[src/pkg/panel_params.svh]
/*
  timing counts, segment patterns and selector codes for the self-test panel.
  assumes a 10 MHz system clock.
*/
`ifndef PANEL_PARAMS_SVH
`define PANEL_PARAMS_SVH
`define CLK_HZ            10000000
`define LAMP_CHECK_MS     1000
`define LAMP_CHECK_CYC    ((`CLK_HZ / 1000) * `LAMP_CHECK_MS)
`define FLASH_HALF_MS     500
`define FLASH_HALF_CYC    ((`CLK_HZ / 1000) * `FLASH_HALF_MS)
`define ALLSEG_MS         500
`define ALLSEG_CYC        ((`CLK_HZ / 1000) * `ALLSEG_MS)
`define SEG_BLANK         8'h00
`define SEG_ALL           8'hff
`define SEG_LET_P         8'hf3
`define SEG_LET_F         8'hf1
`define SEG_LET_R         8'hd0
`define SEG_LET_D         8'hde
`define DP_BIT            7
`define UNIT_DRIVE        2'h0
`define UNIT_HOSTCTL      2'h2
`define TEST_FULL         1'b1
`define TEST_REDUCED      1'b0
`endif

[src/pkg/panel_pkg.sv]
/*
  types for the self-test panel controller.
  assumes panel_params.svh is included by the design files.
*/
package panel_pkg;
  typedef struct packed {
    logic red;
    logic green;
  } lamp_t;
  typedef struct packed {
    logic [7:0] left;
    logic [7:0] right;
  } display_t;
  typedef struct packed {
    logic       start;
    logic       full;
  } test_req_t;
  typedef struct packed {
    logic       done;
    logic       pass;
    logic       hostctl_fail;
    logic       housekeeping;
  } test_stat_t;
endpackage

[src/hdl/hex_seg.sv]
/*
  hex digit to seven segment pattern with decimal point (bit 7, segments g..a in 6:0).
  assumes a registered consumer; pure combinational.
*/
`include "panel_params.svh"
module hex_seg (
  input  wire logic [3:0] digit,
  input  wire logic       dp,
  output      logic [7:0] seg
);
  // ****************************************
  // digit decode
  // ****************************************
  // segment lookup table, active high
  always_comb
  begin
    case (digit)
      4'h0: seg = 8'h3f;
      4'h1: seg = 8'h06;
      4'h2: seg = 8'h5b;
      4'h3: seg = 8'h4f;
      4'h4: seg = 8'h66;
      4'h5: seg = 8'h6d;
      4'h6: seg = 8'h7d;
      4'h7: seg = 8'h07;
      4'h8: seg = 8'h7f;
      4'h9: seg = 8'h6f;
      4'ha: seg = 8'h77;
      4'hb: seg = 8'h7c;
      4'hc: seg = 8'h39;
      4'hd: seg = 8'h5e;
      4'he: seg = 8'h79;
      default: seg = 8'h71;
    endcase
    seg[`DP_BIT] = dp;
  end
endmodule

[src/hdl/self_test_panel_controller.sv]
/*
  front lamp and rear display sequencer for drive self-test, with pushbutton release handshake.
  assumes test engine status from the same clock; pushbutton from a pin (synchronised here).
*/
// What this block does
// RL1: both lamps on one second at power-up
// RL2: flash green, red off during test
// RL3: pass shows steady green, red off
// RL4: fail: red on, green flashes during housekeeping, then off
// RL5: failed state: flash green on host command
// RL6: host controller fail: red and green steady
// RL7: passed: green steady idle, flashing active
// RL8: button or host test runs reduced set
// RL9: two seven-segment hex digits with points
// RL10: power-up or button: show 8.8 then blank
// RL11: host test to unit 0: blank immediately
// RL12: button requests release; grant blanks display
// RL13: start test only after button let go
// RL14: denied: show r.d. while held, then restore
// RL15: completion shows P.x. or F.x. with address
// RL16: flash half-period set by parameter, half second
`include "panel_params.svh"
module self_test_panel_controller #(
  parameter int unsigned LAMP_CHECK_CYC = `LAMP_CHECK_CYC,
  parameter int unsigned FLASH_HALF_CYC = `FLASH_HALF_CYC,
  parameter int unsigned ALLSEG_CYC     = `ALLSEG_CYC
) (
  input  wire logic                  CLK,
  input  wire logic                  NRST,
  input  wire logic                  BUTTON,
  input  wire logic                  HOST_TEST_CMD,
  input  wire logic [1:0]            HOST_TEST_UNIT,
  input  wire logic                  HOST_GRANT,
  input  wire logic                  HOST_DENY,
  input  wire logic                  ACTIVE,
  input  wire logic [3:0]            BUS_ADDR,
  input  wire panel_pkg::test_stat_t TEST_STAT,
  output      logic                  RELEASE_REQ,
  output      panel_pkg::test_req_t  TEST_REQ,
  output      panel_pkg::lamp_t      LAMP,
  output      panel_pkg::display_t   DISPLAY
);
  typedef enum logic [3:0] {
    S_LAMPCHK, S_ALLSEG, S_TESTING, S_HOUSEKEEP, S_IDLE, S_HOSTFAIL, S_REQREL, S_GRANTED, S_DENIED
  } state_t;

  // ****************************************
  // pushbutton synchroniser
  // ****************************************
  logic btn_meta_reg;
  logic btn_reg;
  // two stages; only btn_reg is read by logic
  always_ff @(posedge CLK or negedge NRST)
  begin
    if (!NRST)
    begin
      btn_meta_reg <= 1'b0;
      btn_reg      <= 1'b0;
    end
    else
    begin
      btn_meta_reg <= BUTTON;
      btn_reg      <= btn_meta_reg;
    end
  end

  // ****************************************
  // flash timebase
  // ****************************************
  logic [31:0] flash_cnt_reg;
  logic [31:0] flash_cnt_next;
  logic        flash_reg;
  logic        flash_next;
  // free-running square wave for green flashing
  always_comb
  begin
    flash_cnt_next = flash_cnt_reg + 32'h1;
    flash_next     = flash_reg;
    if (flash_cnt_reg >= FLASH_HALF_CYC - 1) // see RL16
    begin
      flash_cnt_next = 32'h0;
      flash_next     = ~flash_reg;
    end
  end
  always_ff @(posedge CLK or negedge NRST)
  begin
    if (!NRST)
    begin
      flash_cnt_reg <= 32'h0;
      flash_reg     <= 1'b0;
    end
    else
    begin
      flash_cnt_reg <= flash_cnt_next;
      flash_reg     <= flash_next;
    end
  end

  // ****************************************
  // sequencer
  // ****************************************
  state_t      state_reg;
  state_t      state_next;
  logic [31:0] tmr_reg;
  logic [31:0] tmr_next;
  logic        passed_reg;
  logic        passed_next;
  logic        has_result_reg;
  logic        has_result_next;
  logic        show_all_reg;
  logic        show_all_next;
  logic        req_next;
  logic        start_next;
  logic        full_reg;
  logic        full_next;
  logic        start_reg;
  // state walk, test start and result memory
  always_comb
  begin
    state_next      = state_reg;
    tmr_next        = tmr_reg + 32'h1;
    passed_next     = passed_reg;
    has_result_next = has_result_reg;
    show_all_next   = show_all_reg;
    req_next        = 1'b0;
    start_next      = 1'b0;
    full_next       = full_reg;
    case (state_reg)
      S_LAMPCHK:
      begin
        if (tmr_reg >= LAMP_CHECK_CYC - 1) // see RL1
        begin
          state_next    = S_ALLSEG;
          tmr_next      = 32'h0;
          start_next    = 1'b1;
          full_next     = `TEST_FULL;
          show_all_next = 1'b1; // see RL10
        end
      end
      // a done pulse inside the 8.8 window is kept, not lost
      S_ALLSEG, S_TESTING:
      begin
        if (state_reg == S_ALLSEG && tmr_reg >= ALLSEG_CYC - 1)
        begin
          state_next    = S_TESTING;
          show_all_next = 1'b0; // see RL10
        end
        if (TEST_STAT.done)
        begin
          show_all_next   = 1'b0;
          has_result_next = 1'b1;
          passed_next     = TEST_STAT.pass;
          if (TEST_STAT.hostctl_fail)
            state_next = S_HOSTFAIL; // see RL6
          else if (!TEST_STAT.pass && TEST_STAT.housekeeping)
            state_next = S_HOUSEKEEP; // see RL4
          else
            state_next = S_IDLE;
        end
      end
      S_HOUSEKEEP:
      begin
        if (!TEST_STAT.housekeeping)
          state_next = S_IDLE; // see RL4
      end
      S_IDLE:
      begin
        if (HOST_TEST_CMD && HOST_TEST_UNIT == `UNIT_DRIVE)
        begin
          state_next    = S_TESTING; // see RL11
          start_next    = 1'b1;
          full_next     = `TEST_REDUCED; // see RL8
          show_all_next = 1'b0;
        end
        else if (btn_reg)
          state_next = S_REQREL; // see RL12
      end
      S_REQREL:
      begin
        req_next = 1'b1; // see RL12
        if (!btn_reg)
          state_next = S_IDLE;
        else if (HOST_GRANT)
          state_next = S_GRANTED;
        else if (HOST_DENY)
          state_next = S_DENIED; // see RL14
      end
      S_GRANTED:
      begin
        if (!btn_reg) // see RL13
        begin
          state_next    = S_ALLSEG;
          tmr_next      = 32'h0;
          start_next    = 1'b1;
          full_next     = `TEST_REDUCED; // see RL8
          show_all_next = 1'b1; // see RL10
        end
      end
      S_DENIED:
      begin
        if (!btn_reg)
          state_next = S_IDLE; // see RL14
      end
      default:
      begin
        state_next = S_HOSTFAIL; // host controller failure holds until power down
      end
    endcase
  end
  always_ff @(posedge CLK or negedge NRST)
  begin
    if (!NRST)
    begin
      state_reg      <= S_LAMPCHK;
      tmr_reg        <= 32'h0;
      passed_reg     <= 1'b0;
      has_result_reg <= 1'b0;
      show_all_reg   <= 1'b0;
      RELEASE_REQ    <= 1'b0;
      start_reg      <= 1'b0;
      full_reg       <= `TEST_FULL;
    end
    else
    begin
      state_reg      <= state_next;
      tmr_reg        <= tmr_next;
      passed_reg     <= passed_next;
      has_result_reg <= has_result_next;
      show_all_reg   <= show_all_next;
      RELEASE_REQ    <= req_next;
      start_reg      <= start_next;
      full_reg       <= full_next;
    end
  end
  assign TEST_REQ.start = start_reg;
  assign TEST_REQ.full  = full_reg;

  // ****************************************
  // lamp and display outputs
  // ****************************************
  logic [7:0]          addr_seg;
  panel_pkg::lamp_t    lamp_next;
  panel_pkg::display_t disp_next;
  hex_seg u_addr_seg (
    .digit (BUS_ADDR),
    .dp    (1'b1),
    .seg   (addr_seg)
  );
  // see RL9
  always_comb
  begin
    lamp_next = '{red: 1'b0, green: 1'b0};
    disp_next = '{left: `SEG_BLANK, right: `SEG_BLANK};
    case (state_reg)
      S_LAMPCHK:
        lamp_next = '{red: 1'b1, green: 1'b1}; // see RL1
      S_ALLSEG, S_TESTING:
        lamp_next = '{red: 1'b0, green: flash_reg}; // see RL2
      S_HOUSEKEEP:
        lamp_next = '{red: 1'b1, green: flash_reg}; // see RL4
      S_HOSTFAIL:
        lamp_next = '{red: 1'b1, green: 1'b1}; // see RL6
      default:
      begin
        if (passed_reg)
          lamp_next = '{red: 1'b0, green: ACTIVE ? flash_reg : 1'b1}; // see RL3 see RL7
        else
          lamp_next = '{red: 1'b1, green: ACTIVE & flash_reg}; // see RL5
      end
    endcase
    if (show_all_reg)
      disp_next = '{left: `SEG_ALL, right: `SEG_ALL}; // see RL10
    else if (state_reg == S_DENIED)
      disp_next = '{left: `SEG_LET_R, right: `SEG_LET_D}; // see RL14
    else if (state_reg == S_IDLE || state_reg == S_REQREL || state_reg == S_HOSTFAIL || state_reg == S_HOUSEKEEP)
    begin
      if (has_result_reg)
        disp_next = '{left: passed_reg ? `SEG_LET_P : `SEG_LET_F, right: addr_seg}; // see RL15
    end
  end
  always_ff @(posedge CLK or negedge NRST)
  begin
    if (!NRST)
    begin
      LAMP    <= '{red: 1'b0, green: 1'b0};
      DISPLAY <= '{left: `SEG_BLANK, right: `SEG_BLANK};
    end
    else
    begin
      LAMP    <= lamp_next;
      DISPLAY <= disp_next;
    end
  end

  // ****************************************
  // checks
  // ****************************************
  property p_lampchk;
    @(posedge CLK) disable iff (!NRST) (state_reg == S_LAMPCHK) |=> (LAMP.red && LAMP.green);
  endproperty
  a_lampchk: assert property (p_lampchk) else $error("lamp check not both lamps"); // see RL1
  property p_test_red_off;
    @(posedge CLK) disable iff (!NRST) (state_reg == S_TESTING) |=> !LAMP.red;
  endproperty
  a_test_red_off: assert property (p_test_red_off) else $error("red lit during test"); // see RL2
  property p_hostfail;
    @(posedge CLK) disable iff (!NRST) (state_reg == S_HOSTFAIL) |=> (LAMP.red && LAMP.green);
  endproperty
  a_hostfail: assert property (p_hostfail) else $error("host fail lamps wrong"); // see RL6
  property p_pass_idle;
    @(posedge CLK) disable iff (!NRST) (state_reg == S_IDLE && passed_reg && !ACTIVE) |=> (LAMP.green && !LAMP.red);
  endproperty
  a_pass_idle: assert property (p_pass_idle) else $error("pass idle not steady green"); // see RL3
  property p_fail_red;
    @(posedge CLK) disable iff (!NRST) (state_reg == S_IDLE && !passed_reg) |=> LAMP.red;
  endproperty
  a_fail_red: assert property (p_fail_red) else $error("fail state red off"); // see RL5
  property p_host_reduced;
    @(posedge CLK) disable iff (!NRST) (state_reg == S_IDLE && HOST_TEST_CMD && HOST_TEST_UNIT == `UNIT_DRIVE)
      |=> (TEST_REQ.start && !TEST_REQ.full) ##1 (DISPLAY.left == `SEG_BLANK);
  endproperty
  a_host_reduced: assert property (p_host_reduced) else $error("host test not reduced or not blank"); // see RL11
  property p_no_start_held;
    @(posedge CLK) disable iff (!NRST) (state_reg == S_GRANTED && btn_reg) |=> !TEST_REQ.start;
  endproperty
  a_no_start_held: assert property (p_no_start_held) else $error("test started while button held"); // see RL13
  property p_denied;
    @(posedge CLK) disable iff (!NRST) (state_reg == S_DENIED && !show_all_reg) |=> (DISPLAY.left == `SEG_LET_R);
  endproperty
  a_denied: assert property (p_denied) else $error("r.d. not shown"); // see RL14
  property p_reqrel;
    @(posedge CLK) disable iff (!NRST) (state_reg == S_REQREL) |=> RELEASE_REQ;
  endproperty
  a_reqrel: assert property (p_reqrel) else $error("release not requested"); // see RL12
endmodule

[config.mk]
export PLATFORM = sky130hd
export DESIGN_NAME = self_test_panel_controller
export DESIGN_NICKNAME = d
export VERILOG_FILES = /design/src/pkg/panel_pkg.sv /design/src/hdl/hex_seg.sv /design/src/hdl/self_test_panel_controller.sv
export VERILOG_INCLUDE_DIRS = /design/src /design/src/pkg
export SDC_FILE = /design/constraint.sdc
export NUM_CORES = 1
export LEC_CHECK = 0
export BUFFER_PORTS_ARGS = -buffer_cell sky130_fd_sc_hd__buf_4
export CAP_MARGIN = 20
export CELL_PAD_IN_SITES_DETAIL_PLACEMENT = 1
export CELL_PAD_IN_SITES_GLOBAL_PLACEMENT = 2
export CORE_MARGIN = 8
export CORE_UTILIZATION = 41
export DETAILED_ROUTE_END_ITERATION = 10
export PLACE_DENSITY = 0.87
export SLEW_MARGIN = 20
export SYNTH_ARGS = -nofsm -noshare
export SYNTH_HDL_FRONTEND = slang
export SYNTH_SLANG_ARGS = --single-unit
[constraint.sdc]
create_clock -name CLK -period 5.3 [get_ports CLK]
set_input_delay 1.06 -clock CLK [delete_from_list [all_inputs] [get_ports CLK]]
set_output_delay 1.06 -clock CLK [all_outputs]
set_load 0.05 [all_outputs]
Word-level counts from Yosys, hierarchy flattened
Memories as Yosys holds them, arrays and structs flattened.
Cells that the tools add are included.
{ "totals": {"mem_bits_ro": 112, "out_inout_bits": 21, "inputBits": 17, "wordCells": 96, "n_memories": 1, "register_bits": 95} }
{ "op_classes": {"n_eq_ne": 16, "n_bitwise": 2, "add_sub_neg": 2, "magnitude_cmp": 3, "n_reduce_logical": 17, "mux": 39} }
{ "mem_list": {"columns": ["memory", "words", "word_bits", "rd", "rd_clocked_by_memory_dff", "wr", "line", "rtl"], "rows": [
  ["(no name shown)", 16, 7, 1, 0, 0, "hex_seg.sv:17", "case (digit)"]
]} }
{ "ops": {"columns": ["op", "count"], "rows": [
  ["$mux W32", 3],
  ["$add A32 B1 Y32 const B", 2],
  ["$ge A32 B23 Y1 const B", 2],
  ["$mux W16", 4],
  ["$pmux W32 S2", 1],
  ["$mux W4", 11],
  ["$ge A32 B24 Y1 const B", 1],
  ["$pmux W4 S7", 1],
  ["$eq A4 B3 Y1 const B", 4],
  ["$mux W1", 11],
  ["$ne A2 B2 Y1 const B", 5],
  ["$eq A4 B2 Y1 const B", 2],
  ["$reduce_and A7 Y1", 1],
  ["$mux W3", 2],
  ["$ne A3 B3 Y1 const B", 2],
  ["$pmux W1 S3", 2],
  ["$pmux W2 S3", 1],
  ["$reduce_and A5 Y1", 1],
  ["$eq A4 B1 Y1 const B", 1],
  ["$eq A4 B4 Y1 const B", 1],
  ["$logic_not A4 Y1", 1],
  ["$mux W2", 2],
  ["$ne A4 B4 Y1 const B", 1],
  ["$pmux W1 S4", 1],
  ["other kinds (11)", 16]
]} }

Logic depth before layout (Yosys ltp)
{ "depth": {"ltp_word": 7, "mapped_depth": 8, "ltp_nobuf": 7} }

Hierarchy
From an unflattened synthesis, not the netlist that was laid out.
{ "unflattened": {"hier_cells": 501, "area_unflattened_um2": 5008.6} }
{ "modules_own_cells": {"columns": ["module", "instances", "area_per_inst_um2", "seq_area_each_um2", "cells_per_inst"], "rows": [
  ["self_test_panel_controller", 1, 4710.8, 2278.4, 467],
  ["hex_seg", 1, 297.8, 0.0, 34]
]} }

Worst setup path after synthesis
Ideal clock, no wire load.
{ "synth_path": {"path_type": "input to register", "from": "input TEST_STAT[1] (netlist bit)", "to": "register state_reg[2]", "cell_stages": 6, "path_slack_ns": 2.883, "path_buffers": 0, "setup_time_ns": 0.132, "t_required_ns": 5.168, "t_arrival_ns": 2.285, "cell_sequence": "or3b_1 -> a21oi_1 -> mux2i_1 -> a22o_1 -> a311oi_1 -> mux2i_1"} }
{ "synth_via": {"elab_chain_len": 3} }
{ "synth_lines": {"columns": ["element", "line", "rtl"], "rows": [
  ["from (decl)", "self_test_panel_controller.sv:37", "input wire panel_pkg::test_stat_t TEST_STAT,"],
  ["$mux W3", "self_test_panel_controller.sv:153", "if (TEST_STAT.hostctl_fail)"],
  ["$mux W4", "self_test_panel_controller.sv:148", "if (TEST_STAT.done)"],
  ["$pmux W4 S7", "self_test_panel_controller.sv:128", "case (state_reg)"],
  ["to (signal assigned)", "self_test_panel_controller.sv:225", "state_reg <= state_next;"],
  ["to (decl)", "self_test_panel_controller.sv:102", "state_t state_reg;"]
]} }
Every way passes these cells.
A chain may end at the register's enable or synchronous reset.

Final worst setup path
{ "layout_path": {"from": "register tmr_reg[23]", "to": "register state_reg[1]"} }
{ "layout_via": {"elab_chain_len": 4, "elab_cells_between_ends": 6, "classes_between": "order compare: 2; eq/ne: 2; reduce/logical: 2"} }
{ "layout_lines": {"columns": ["element", "line", "rtl"], "rows": [
  ["from (decl)", "self_test_panel_controller.sv:104", "logic [31:0] tmr_reg;"],
  ["from (signal assigned)", "self_test_panel_controller.sv:226", "tmr_reg <= tmr_next;"],
  ["$ge A32 B23 Y1", "self_test_panel_controller.sv:143", "if (state_reg == S_ALLSEG && tmr_reg >= ALLSEG_CYC - 1)"],
  ["$logic_and A1 B1 Y1", "self_test_panel_controller.sv:143", null],
  ["$ne A3 B3 Y1 (no line)", null, null],
  ["$reduce_and A7 Y1 (no line) (*)", null, null]
]} }
Mark *: on every way between the ends. The rest lies on a longest branch, timed or not.

==> results.py <==
metrics = {
    "timing": {
        "period_needed_ps": 2540,
        "fmax_ghz": 0.394,
        "max_slew_margin_pct": 36.3,
        "fin_crit_sh_pct": 47.9,
        "tns_ps": 0,
        "finalSetupViolCount": 0,
        "final_hold_viol_count": 0,
        "fin_skew_ps": 8.28,
        "max_slew.worst_pin.slew_ps": 952,
        "rsz0062_at_grt": "false",
        "slew_viol_final": 0,
    },
    "finish": {
        "final_cell_mix": "dfrtp_1 (89), nor2_1 (87), buf_4 (40)",
        "num_antenna_cells": 0,
        "syn2layout_area_growth_pct": 13.1,
        "fin_area_sq_um": 5180,
        "ff_latch_area_sq_um": 2250,
        "multi_input_area_sq_um": 2180,
        "nNetsFinal": 540,
        "drive_gt1_share_pct": 12.9,
        "layout_commonest_cell": "dfrtp_1",
        "fillers": 1264,
    },
    "placed_design": {
        "gp_congestion": 0.781,
        "dp_hpwl_mm": 7.54,
        "placed_cell_area_sq_um": 4970,
        "port_buffers": 37,
    },
    "critical_path": {
        "worstSetupStartpointType": "flip-flop",
        "cp_data_required_time_ps": 5560,
        "crit_path_max_fanout": 8,
        "rr_worst_depth": 6,
        "end_kind": "flip-flop",
        "criticalPathCategory": "flip-flop to flip-flop",
        "critPathArrivalTime_ps": 2790,
    },
    "pwr": {
        "ir_worst_vdd_v": 0.000408,
        "cellLeakagePower_nw": 2.20,
        "internal_power_w": 0.00135,
        "netSwitchingPower_w": 0.000929,
        "power_density_nw_per_um2": 440,
        "swShare_pct": 40.8,
        "clkPwrFrac_pct": 22.3,
        "p_seq_share_pct": 39.8,
        "combPwrFrac_pct": 37.9,
    },
    "cts": {
        "cts_root_buf": "clkbuf_8",
        "cts_made_buffers": 9,
        "cts.clk_slew.worst_paths_ps": 90,
        "cts_tree": "built",
        "clock-sinks": 90,
        "hold_buffers": 0,
        "cts_resized": 0,
        "cts_buffer_depth": 2,
        "insertion_delay_ps": 370,
        "post_cts_buffers": 0,
        "htree_levels": 3,
    },
    "detailed_routing": {
        "avgViaCountPerCell": 5.33,
        "ant_nets": 0,
        "drt_wl_total_mm": 10.4,
        "drt_first_iter_violations": 247,
        "num_vias": 3523,
        "wl_per_cell_um": 15.7,
        "firstDrtPassIters": 4,
        "drc": 0,
    },
    "floorplanning": {
        "ios": 38,
        "die_w_um": 122,
        "die_h_um": 122,
        "die_area_sq_um": 14800,
        "start_util_pct": 42.1,
        "core_area_sq_um": 10900,
        "num_rows": 38,
    },
    "status": {
        "outcome": "finished, final reports clean",
    },
    "global_routing": {
        "grt_start_max_net_pins": 51,
        "grt_pass1_wl_mm": 18.1,
        "antenna_found_initial": 0,
        "grt_pass1_vias": 3707,
        "grt.total_usage_pct": 15.2,
        "gr-total-overflow": 0,
    },
    "logic_synthesis": {
        "syn_avg_cell_area_sq_um": 9.55,
        "yosysWarnings": 0,
        "synthArstFlopShare_pct": 100,
        "ys_seq_elements": 90,
        "synthFlopType": "dfrtp_1",
        "synth_edf_count": 0,
        "synth_cell_type_count": 61,
        "netlist_area_sq_um": 4580,
        "synthCells": 480,
        "synth-seq-area-share_pct": 49.2,
    },
    "worst_hold_path": {
        "hold_depth": 0,
        "worstHoldPathType": "flip-flop to flip-flop",
    },
    "flow_run": {
        "cap_viol_max_count": 0,
    },
}
-- final timing paths --
path	slack [ps]	start	to
worst max register to register	2760	tmr_reg[23]	state_reg[1]
worst min register to register	350	btn_meta_reg	btn_reg
worst min-delay path	350	btn_meta_reg	btn_reg
max in group asynchronous	3620	NRST	tmr_reg[0]
worst max-delay path	2760	tmr_reg[23]	state_reg[1]
min in group asynchronous	660	NRST	DISPLAY[4]
-- cells in the mapped netlist, types with 8 or more instances --
cell       n  area [sq um]
nor2_1    87           327
nand2_1   33           124
inv_1     15          56.3
nand3_1   25           125
a21oi_1   14          70.1
dfrtp_1   89          2230
xor2_1    20           175
nand4_1    9          56.3
nor3_1    16          80.1
and3_1     8          50.1
clkbuf_1  13          48.8
xnor2_1   33           289
o21ai_0   14          70.1
-- layer usage --
layer	vias to the layer above	routed length [um]	global-route usage [%]
li1	1713	-	-
met1	1756	4740	18.9
met2	39	5020	24.6
met3	15	395	3.24
met4	0	238	7.40
met5	-	0	0
-- per-stage QoR --
step	worst slack (ps)	utilization, %	total power [W]	hold slack (ps)	instances
2_1_floorplan	2880	-	0.00155	331	488
3_3_place_gp	2690	45.7	0.00177	337	645
3_5_place_dp	2560	45.7	0.00179	336	645
4_1_cts	2740	47.6	0.00231	363	661
5_1_grt	2500	47.6	0.00242	370	661
6_report	2760	47.6	0.00228	354	661
-- worst max-delay path, stage by stage, from the launching register on --
cell and delay, ps:
dfrtp_1 470, or4b_1 550, or4_4 440, a211oi_2 180, o32ai_1 180, nor3_4 270
mux2_4 330
-- power groups by stage --
stage / clock network [W] / logic [W] / registers [W]
2_1_floorplan: 0 / 0.000520 / 0.00103
3_3_place_gp: 0 / 0.000854 / 0.000911
3_5_place_dp: 0 / 0.000871 / 0.000922
4_1_cts: 0.000529 / 0.000876 / 0.000908
5_1_grt: 0.000556 / 0.000935 / 0.000926
6_report: 0.000508 / 0.000863 / 0.000908
-- cell families after synthesis --
family	synth area share, %
xor+xnor	10.1
fa+ha+maj	1.91
other cells	0.0818
buf+inv	3.93
flops	49.2
mux	2.02
simple gates	23.0
compound gates	9.72
-- layout make-up --
class                   count  share of cell area (%)
clock buffers              11                    2.53
flip-flops and latches     90                    43.5
multi-input cells         359                    42.1
inverters                  16                    1.16
repair buffers             40                    5.79
well taps                 140                    3.38
clock inverters             5                    1.54
Note: power is estimated with default switching activity, not from simulation.
